==> src/sonc_pkg.sv <==
// shared constants and types for the sense / overvoltage / negative-current register group
package sonc_pkg;

  // ---------------------------------------------------------------
  // register offsets on the byte bus
  // ---------------------------------------------------------------
  localparam logic [7:0] SONC_ADDR_SENSE = 8'hB3;  // input sense resistor select
  localparam logic [7:0] SONC_ADDR_OVNOC = 8'hB4;  // fixed overvoltage and neg. current limit
  localparam logic [7:0] SONC_ADDR_USERA = 8'hB5;  // user scratch a
  localparam logic [7:0] SONC_ADDR_USERB = 8'hB6;  // user scratch b
  localparam logic [7:0] SONC_ADDR_STAT = 8'hBA;   // vid bus status mirror

  // ---------------------------------------------------------------
  // field positions
  // ---------------------------------------------------------------
  localparam int SONC_OV_SEL_BIT = 3;  // fixed_ov_threshold_sel
  localparam int SONC_OV_DIS_BIT = 2;  // fixed_ov_disable
  localparam int SONC_USERA_LSB = 4;   // user scratch a field 7:4
  localparam int SONC_USERB_LSB = 5;   // user scratch b field 7:5

  // ---------------------------------------------------------------
  // values after reset (stand-ins for the backup copy load)
  // ---------------------------------------------------------------
  localparam logic [2:0] SONC_RST_SENSE = 3'h0;
  localparam logic [3:0] SONC_RST_OVNOC = 4'h0;
  localparam logic [3:0] SONC_RST_USERA = 4'h0;
  localparam logic [2:0] SONC_RST_USERB = 3'h0;
  localparam logic [4:0] SONC_RST_STAT = 5'h00;

  // ---------------------------------------------------------------
  // fixed overvoltage thresholds in mV, neg. current boundary in A
  // ---------------------------------------------------------------
  localparam logic [11:0] SONC_OV_5MV_LO = 12'd1500;
  localparam logic [11:0] SONC_OV_5MV_HI = 12'd1800;
  localparam logic [11:0] SONC_OV_10MV_LO = 12'd2400;
  localparam logic [11:0] SONC_OV_10MV_HI = 12'd3000;
  localparam logic [7:0] SONC_ICC_HIGH_A = 8'd15;

  // decoded sense setting: resistor 0.01 mOhm, gain 0.1 V/V, scale 0.1 A, lsb 10 uA
  typedef struct packed {
    logic [8:0] res_cmohm;
    logic [9:0] gain_x10;
    logic [9:0] full_scale_da;
    logic [14:0] lsb_10ua;
  } sonc_sense_t;

  // vid bus status bits: pending, dac high, max alert, thermal, settled
  typedef struct packed {
    logic second_status_pending;
    logic dac_above_target;
    logic max_current_alert;
    logic thermal_alert;
    logic regulator_settled;
  } sonc_stat_t;

endpackage

==> src/sonc_regs.sv <==
// sense, fixed overvoltage, negative current and status mirror register group
module sonc_regs (
  // clock and reset
  input wire logic CLK_I,
  input wire logic RST_I,
  // byte register port
  input wire logic REG_WR_I,
  input wire logic REG_RD_I,
  input wire logic [7:0] REG_ADDR_I,
  input wire logic [7:0] REG_WDATA_I,
  input wire logic WR_UNLOCKED_I,
  output logic [7:0] REG_RDATA_O,
  output logic REG_ACK_O,
  output logic REG_NACK_O,
  // vid bus status events
  input wire sonc_pkg::sonc_stat_t VID_SET_I,
  input wire sonc_pkg::sonc_stat_t VID_CLR_I,
  // regulator side
  input wire logic [11:0] OUT_SENSE_MV_I,
  input wire logic [1:0] VOUT_STEP_PROTOCOL_CODE_I,
  input wire logic [7:0] MAX_CURRENT_A_I,
  output sonc_pkg::sonc_sense_t SENSE_CFG_O,
  output logic [7:0] NEG_OC_LIMIT_DA_O,
  output logic OVERVOLTAGE_FAULT_O,
  output logic HS_OFF_O,
  output logic LS_ON_O
);
  import sonc_pkg::*;

  // ---------------------------------------------------------------
  // storage
  // ---------------------------------------------------------------
  logic [2:0] input_sense_res_sel;  // sense select code
  logic [3:0] ovnoc;                // ov select, ov disable, neg limit select
  logic [3:0] user_a;               // scratch a field
  logic [2:0] user_b;               // scratch b field
  sonc_stat_t stat;                 // status mirror bits
  logic ov_latched;                 // fixed overvoltage fault latch
  logic [11:0] ov_threshold;        // active threshold in mV
  logic ov_trip;                    // comparator result
  logic wr_ok;                      // write accepted this cycle
  logic wr_map;                     // write hits a writable register
  logic [7:0] next_rdata;           // read data mux

  // ---------------------------------------------------------------
  // write acceptance
  // ---------------------------------------------------------------
  // only the four configuration registers take writes; mirror is read-only
  always_comb begin
    if (REG_ADDR_I == SONC_ADDR_SENSE) begin
      wr_map = 1'b1;
    end else if (REG_ADDR_I == SONC_ADDR_OVNOC) begin
      wr_map = 1'b1;
    end else if (REG_ADDR_I == SONC_ADDR_USERA) begin
      wr_map = 1'b1;
    end else if (REG_ADDR_I == SONC_ADDR_USERB) begin
      wr_map = 1'b1;
    end else begin
      wr_map = 1'b0;  // mirror and unmapped: refused
    end
  end

  // locked device refuses every write
  assign wr_ok = REG_WR_I && wr_map && WR_UNLOCKED_I;

  // ---------------------------------------------------------------
  // configuration registers
  // ---------------------------------------------------------------
  // accepted writes land on the taking edge, no wait for conversion stop
  always_ff @(posedge CLK_I or posedge RST_I) begin
    if (RST_I) begin
      input_sense_res_sel <= SONC_RST_SENSE;
      ovnoc <= SONC_RST_OVNOC;
      user_a <= SONC_RST_USERA;
      user_b <= SONC_RST_USERB;
    end else if (wr_ok) begin
      if (REG_ADDR_I == SONC_ADDR_SENSE) begin
        input_sense_res_sel <= REG_WDATA_I[2:0];
      end else if (REG_ADDR_I == SONC_ADDR_OVNOC) begin
        ovnoc <= REG_WDATA_I[3:0];
      end else if (REG_ADDR_I == SONC_ADDR_USERA) begin
        user_a <= REG_WDATA_I[7:SONC_USERA_LSB];
      end else if (REG_ADDR_I == SONC_ADDR_USERB) begin
        user_b <= REG_WDATA_I[7:SONC_USERB_LSB];
      end
    end
  end

  // ---------------------------------------------------------------
  // status mirror
  // ---------------------------------------------------------------
  // follows vid bus events; a set in the clearing cycle wins
  always_ff @(posedge CLK_I or posedge RST_I) begin
    if (RST_I) begin
      stat <= SONC_RST_STAT;
    end else begin
      stat <= (stat & ~VID_CLR_I) | VID_SET_I;
    end
  end

  // ---------------------------------------------------------------
  // read mux and answer
  // ---------------------------------------------------------------
  // reserved bits are driven as zero, whatever was written
  always_comb begin
    if (REG_ADDR_I == SONC_ADDR_SENSE) begin
      next_rdata = {5'h00, input_sense_res_sel};
    end else if (REG_ADDR_I == SONC_ADDR_OVNOC) begin
      next_rdata = {4'h0, ovnoc};
    end else if (REG_ADDR_I == SONC_ADDR_USERA) begin
      next_rdata = {user_a, 4'h0};
    end else if (REG_ADDR_I == SONC_ADDR_USERB) begin
      next_rdata = {user_b, 5'h00};
    end else if (REG_ADDR_I == SONC_ADDR_STAT) begin
      next_rdata = {stat.second_status_pending, 3'h0, stat.dac_above_target,
                    stat.max_current_alert, stat.thermal_alert,
                    stat.regulator_settled};
    end else begin
      next_rdata = 8'h00;  // unmapped reads return zero
    end
  end

  // one-cycle answer pulse, data held until the next read
  always_ff @(posedge CLK_I or posedge RST_I) begin
    if (RST_I) begin
      REG_ACK_O <= 1'b0;
      REG_NACK_O <= 1'b0;
      REG_RDATA_O <= 8'h00;
    end else begin
      REG_ACK_O <= REG_RD_I || wr_ok;
      REG_NACK_O <= REG_WR_I && !REG_RD_I && !wr_ok;
      if (REG_RD_I) begin
        REG_RDATA_O <= next_rdata;
      end
    end
  end

  // ---------------------------------------------------------------
  // sense resistor decode
  // ---------------------------------------------------------------
  // table lookup from the select code
  always_ff @(posedge CLK_I or posedge RST_I) begin
    if (RST_I) begin
      SENSE_CFG_O <= '0;
    end else begin
      case (input_sense_res_sel)
        3'h0: SENSE_CFG_O <= {9'd400, 10'd125, 10'd160, 15'd6250};
        3'h1: SENSE_CFG_O <= {9'd300, 10'd125, 10'd213, 15'd8330};
        3'h2: SENSE_CFG_O <= {9'd200, 10'd250, 10'd160, 15'd6250};
        3'h3: SENSE_CFG_O <= {9'd100, 10'd200, 10'd400, 15'd15625};
        3'h4: SENSE_CFG_O <= {9'd100, 10'd250, 10'd320, 15'd12500};
        3'h5: SENSE_CFG_O <= {9'd50, 10'd400, 10'd400, 15'd15625};
        3'h6: SENSE_CFG_O <= {9'd50, 10'd500, 10'd320, 15'd12500};
        default: SENSE_CFG_O <= {9'd25, 10'd500, 10'd640, 15'd25000};
      endcase
    end
  end

  // ---------------------------------------------------------------
  // negative overcurrent limit
  // ---------------------------------------------------------------
  // magnitude in 0.1 A; high table at 15 A and above, low table otherwise
  always_ff @(posedge CLK_I or posedge RST_I) begin
    if (RST_I) begin
      NEG_OC_LIMIT_DA_O <= 8'd200;
    end else if (MAX_CURRENT_A_I >= SONC_ICC_HIGH_A) begin
      case (ovnoc[1:0])
        2'h0: NEG_OC_LIMIT_DA_O <= 8'd200;
        2'h1: NEG_OC_LIMIT_DA_O <= 8'd150;
        2'h2: NEG_OC_LIMIT_DA_O <= 8'd120;
        default: NEG_OC_LIMIT_DA_O <= 8'd100;
      endcase
    end else begin
      case (ovnoc[1:0])
        2'h0: NEG_OC_LIMIT_DA_O <= 8'd100;
        2'h1: NEG_OC_LIMIT_DA_O <= 8'd75;
        2'h2: NEG_OC_LIMIT_DA_O <= 8'd60;
        default: NEG_OC_LIMIT_DA_O <= 8'd50;
      endcase
    end
  end

  // ---------------------------------------------------------------
  // fixed overvoltage detection
  // ---------------------------------------------------------------
  // threshold chosen by step size and select bit, independent of target
  always_comb begin
    if (VOUT_STEP_PROTOCOL_CODE_I == 2'h1 || VOUT_STEP_PROTOCOL_CODE_I == 2'h2) begin
      ov_threshold = ovnoc[SONC_OV_SEL_BIT] ? SONC_OV_5MV_HI : SONC_OV_5MV_LO;
    end else begin
      ov_threshold = ovnoc[SONC_OV_SEL_BIT] ? SONC_OV_10MV_HI : SONC_OV_10MV_LO;
    end
  end

  assign ov_trip = !ovnoc[SONC_OV_DIS_BIT] && (OUT_SENSE_MV_I > ov_threshold);

  // armed from the first edge after reset; latched response always applied
  always_ff @(posedge CLK_I or posedge RST_I) begin
    if (RST_I) begin
      ov_latched <= 1'b0;
    end else if (ov_trip) begin
      ov_latched <= 1'b1;
    end
  end

  assign OVERVOLTAGE_FAULT_O = ov_latched;
  assign HS_OFF_O = ov_latched;
  assign LS_ON_O = ov_latched;
endmodule

==> config.mk <==
export PLATFORM = sky130hd
export DESIGN_NAME = sonc_regs
export DESIGN_NICKNAME = d
export VERILOG_FILES = /design/src/sonc_pkg.sv /design/src/sonc_regs.sv
export SDC_FILE = /design/constraint.sdc
export NUM_CORES = 1
export LEC_CHECK = 0
export ABC_AREA = 1
export BUFFER_PORTS_ARGS = -buffer_cell sky130_fd_sc_hd__buf_2
export CAP_MARGIN = 5
export CORE_ASPECT_RATIO = 1.4
export CORE_MARGIN = 3
export CORE_UTILIZATION = 45
export DETAILED_ROUTE_END_ITERATION = 8
export PLACE_DENSITY = 0.73
export SLEW_MARGIN = 20
export SYNTH_ARGS = -nofsm -noshare
export SYNTH_HDL_FRONTEND = slang
export SYNTH_SLANG_ARGS = --single-unit
==> constraint.sdc <==
create_clock -name CLK_I -period 2.75 [get_ports CLK_I]
set_input_delay 0.6875 -clock CLK_I [delete_from_list [all_inputs] [get_ports CLK_I]]
set_output_delay 0.6875 -clock CLK_I [all_outputs]
set_load 0.1 [all_outputs]
* Word-level counts from Yosys, hierarchy flattened
Index checks and enable logic that the tools add are counted.
** Cells by class
- Bitwise gates (word level) :: 6
- Equality and inequality tests :: 15
- Reductions and logical operators :: 16
- Multiplexer cells :: 16
- $lt $le $gt $ge :: 2
** Operators with widths (number)
- 44-bit case mux with 7 select lines :: 1
- 8-bit two-way mux :: 6
- 8-bit == test (second input constant) :: 5
- 8-bit case mux with 3 select lines :: 1
- 7-bit case mux with 3 select lines :: 1
- 10-bit two-way mux :: 2
- 12-bit > comparator :: 1
- 12-bit two-way mux :: 1
- 3-bit == test (second input constant) :: 3
- 8-bit by 4-bit greater-or-equal comparator with 1-bit output (second input constant) :: 1
- 3-bit by 2-bit == test with 1-bit output (second input constant) :: 2
- 5-bit AND :: 1
- 1-bit logical AND :: 5
- 5-bit inverter :: 1
- 5-bit bitwise OR :: 1
- 5-bit AND reduction :: 1
- 2-bit by 1-bit == test with 1-bit output (second input constant) :: 2
- 2-bit == test (second input constant) :: 2
- 1-bit two-way mux :: 4
- 4-bit AND reduction :: 1
- 3-bit by 1-bit == test with 1-bit output (second input constant) :: 1
- 1-bit zero test :: 3
- 3-bit zero test :: 1
- 1-bit inverter :: 3
- other kinds (4) :: 5
** Storage, ports and cells
- Input bits :: 53
- Word-level logic and storage cells :: 73
- Output and inout bits :: 65
- Register bits after elaboration :: 82

* Depth between registers and ports, before layout
- Word-level depth :: 9
- Mapped depth :: 12

* Worst setup path before layout
Ideal clock, no wire load.
- Path kind :: input port to flip-flop
- Start :: input VOUT_STEP_PROTOCOL_CODE_I[1]
- End :: register ov_latched, in the netlist HS_OFF_O
- Arrival :: 2032 ps
- Setup slack :: 599 ps
- Path buffers :: 0
- Cell stages on the path :: 11
- Library setup time :: 119 ps
- Cells stage by stage :: xnor2_1 > inv_1 > ha_1 > ha_1 > nand2_1 > nor2_1 > nand2_1 > nor2_1 > nor2_1 > nand2_1 > nand2_1
** On the way
- Cells in the longest elaborated chain, start to end :: 5
- Elaborated cells on any way between the ends :: 6
** Ends and longest elaborated chain
- start: declaration :: RTL line sonc_regs.sv:20 : input wire logic [1:0] VOUT_STEP_PROTOCOL_CODE_I,
- 2-bit by 1-bit == test with 1-bit output / 2-bit == test (equally long branches) :: RTL line sonc_regs.sv:188 : if (VOUT_STEP_PROTOCOL_CODE_I == 2'h1 || VOUT_STEP_PROTOCOL_CODE_I == 2'h2) begin
- 1-bit logical OR * :: RTL line sonc_regs.sv:188
- 12-bit two-way mux * :: RTL line sonc_regs.sv:188
- 12-bit > comparator * :: RTL line sonc_regs.sv:195 : assign ov_trip = !ovnoc[SONC_OV_DIS_BIT] && (OUT_SENSE_MV_I > ov_threshold);
- 1-bit logical AND * :: RTL line sonc_regs.sv:195
- end signal: assignment :: RTL line sonc_regs.sv:200 : ov_latched <= 1'b0;
- end signal: assignment :: RTL line sonc_regs.sv:202 : ov_latched <= 1'b1;
- end: declaration :: RTL line sonc_regs.sv:38 : logic ov_latched;
Every way passes the cells marked *; elsewhere a longest branch is shown, timed or not.
A chain may end at the register's enable or synchronous reset.

* Worst setup path in the final report
Ends and elaborated chain as after synthesis.

==> out/qor.yml <==
area_delta_synth_final_pct: 22.67
place_congestion: 0.8851
endpoint_kind: "register"
dr_total_vias: 2662
final_max_slew_viol_count: 0
routed_wl_um: 6757
cp.required_ns: 2.98
post_drt_wl_per_cell_um: 11.73
yosysWarningCount: 0
avgSynthCellArea_um2: 9.019
vias_per_cell: 4.622
ys_ff_latch: 70
hold_depth: 2
diodes: 0
cts_resized: 0
grt_pass1_wl_um: 11030
clkSinkCount: 70
status: "finished, final reports clean"
slew_headroom_pct: 45.39
synth_cells: 369
final_core_util_pct: 57.73
drc: 0
startpoint: "VOUT_STEP_PROTOCOL_CODE_I[1]"
grt_usage_pct: 16.80
r2r-start: "ovnoc[3]$_DFFE_PP0P_"
clkTransAtPathRegs_ns: 0.08
dp_hpwl_um: 5315
worstSetupPathType: "input port to register"
ir_drop_uv: 513.9
maxCapViolCount: 0
cts_setup_buffers: 0
numCtsBuffers: 9
fin_crit_ns: 2.071
p_leak_nw: 2.302
drt_iter0_markers: 106
fin_nets: 545
num_rows: 36
htree_levels: 3
clockBufferDepth: 2
io_buffers: 113
drive_gt1_share_pct: 33.47
start_util_pct: 47.06
drt-pass1-iter-count: 4
die_y_um: 107.8
ant_nets: 0
yosysSeqAreaShare_pct: 52.74
die-width_um: 78.69
critical_path.max_fanout: 3
hp-start: "REG_RDATA_O[1]$_DFFE_PP0P_"
grt_use_met3_pct: 3.183
p_per_area_nw_per_um2: 595.6
fmax_ghz: 0.4829
grt_max_degree: 44
design.die.area_um2: 8479
hp-class: "register to register"
grt_use_met1_pct: 18.75
cts-root-buf: "clkbuf_8"
antenna_found_initial: 0
cp.arrival_ns: 2.30
setup_viol: 0
cts_tree: "done"
io_pins: 118
hold_buffers: 0
gr-total-overflow: 0
total_power_mw: 2.431
rsz0062_at_grt: "no"
hold_viol_final: 0
finClkSkew_ns: 0.006320
worstMarginPinSlew_ns: 0.8179
grt_pass1_vias: 2515
fin_crit_sh_pct: 75.30
syn-cell-area_um2: 3328
use_met2_pct: 29.47
r2r_cells: 10
clock_latency_ns: 0.34
core_um2: 7072
top_usage_layer: "met2"
ys_types: 31
tns_ns: 0
worstSetupStartpointType: "input port"
-- cells in the final DEF, fill, tap and decap left out, drive strengths merged, types with 3 or more instances in the layout --
master / instances
buf: 116
nand2: 110
dfrtp: 67
inv: 49
nor2: 43
nand3: 31
ha: 16
clkbuf: 9
o21ai: 7
nand4: 6
o21bai: 6
a21oi: 5
conb: 4
dfstp: 3
-- registers in the layout (all words and copies together) (netlist names), 3 cells and up --
name                 cells
SENSE_CFG_O             32
NEG_OC_LIMIT_DA_O        8
REG_RDATA_O              8
stat                     5
ovnoc                    4
user_a                   4
input_sense_res_sel      3
user_b                   3
-- routing by layer --
metal	up-vias	wire length (um)
met1	1201	2558
li1	1336	-
met2	102	3515
met5	-	0
met4	0	251
met3	23	431
-- synthesized netlist by cell type --
cell type,instances,area share (%)
nand2_1,106,12
dfrtp_1,67,50
inv_1,40,4.5
nor2_1,35,3.9
nand3_1,27,4.1
buf_4,16,3.6
ha_1,16,6.0
inv_2,6,0.68
nand4_1,6,1.1
o21bai_1,6,1.4
a21oi_1,5,0.75
nor2_2,4,0.75
nor2_4,4,1.4
o21ai_0,4,0.60
dfstp_2,3,2.4
nand2_2,3,0.56
nand3_2,3,0.90
o21ai_1,3,0.45
buf_2,2,0.30
buf_6,2,0.68
and2_4,1,0.26
buf_12,1,0.60
clkbuf_1,1,0.11
clkbuf_8,1,0.41
conb_1,1,0.11
nand2_4,1,0.34
nand3_4,1,0.53
nor3_1,1,0.15
nor3_4,1,0.49
o211ai_2,1,0.38
xnor2_1,1,0.26
-- critical path, stage by stage --
cell	delay, ns
buf_2	0.10
xnor2_1	0.26
inv_1	0.13
ha_1	0.31
ha_1	0.30
nand2_1	0.07
nor2_1	0.14
nand2_1	0.07
nor2_1	0.09
nor2_1	0.04
nand2_1	0.06
nand2_1	0.04
-- final cells by class --
cell class / instances / area, um2
clock inverters: 7 / 102.6
well taps: 95 / 118.9
repair buffers: 116 / 588.1
inverters: 46 / 172.7
clock buffers: 9 / 123.9
fillers: 655 / 2989
flip-flops and latches: 70 / 1755
multi-input cells: 233 / 1221
-- final timing paths --
kind	endpoint	slack, ns
max in group asynchronous	user_b[1]$_DFFE_PP0P_	1.54
worst min register to register	REG_RDATA_O[1]$_DFFE_PP0P_	0.48
worst min-delay path	REG_RDATA_O[1]$_DFFE_PP0P_	0.48
worst max-delay path	HS_OFF_O$_DFFE_PP0P_	0.68
min in group asynchronous	NEG_OC_LIMIT_DA_O[1]$_DFF_PP0_	0.50
worst max register to register	HS_OFF_O$_DFFE_PP0P_	1.01
-- stage by stage --
step	cells	hold WS [ns]	setup WS, ns	cell area (um2)
2_1_floorplan	372	0.4495	0.2993	3339
3_5_place_dp	560	0.4600	0.3282	3856
6_report	576	0.4846	0.6793	4083
4_1_cts	576	0.4850	0.6902	4083
3_3_place_gp	560	0.4636	0.4248	3856
5_1_grt	576	0.4968	0.5074	4083
-- kinds of logic after synthesis --
logic type | count (synthesis) | synth area share [%]
DFF | 70 | 52.74
and+or+nand+nor | 193 | 26.43
other | 1 | 0.1127
xor gates and xnor gates | 1 | 0.2632
AOI/OAI and AO/OA | 19 | 3.533
adders and majority gates | 16 | 6.015
buffers and inverters | 69 | 10.90
-- where the power goes --
| part | switching, mW | internal [mW] | total [mW] | leakage [nW] |
|---|---|---|---|---|
| registers | 0.0159 | 1.06 | 1.08 | 0.868 |
| logic | 0.329 | 0.0870 | 0.416 | 1.32 |
| clock network | 0.415 | 0.522 | 0.937 | 0.111 |
No activity file was read; power rests on OpenSTA's default activity.
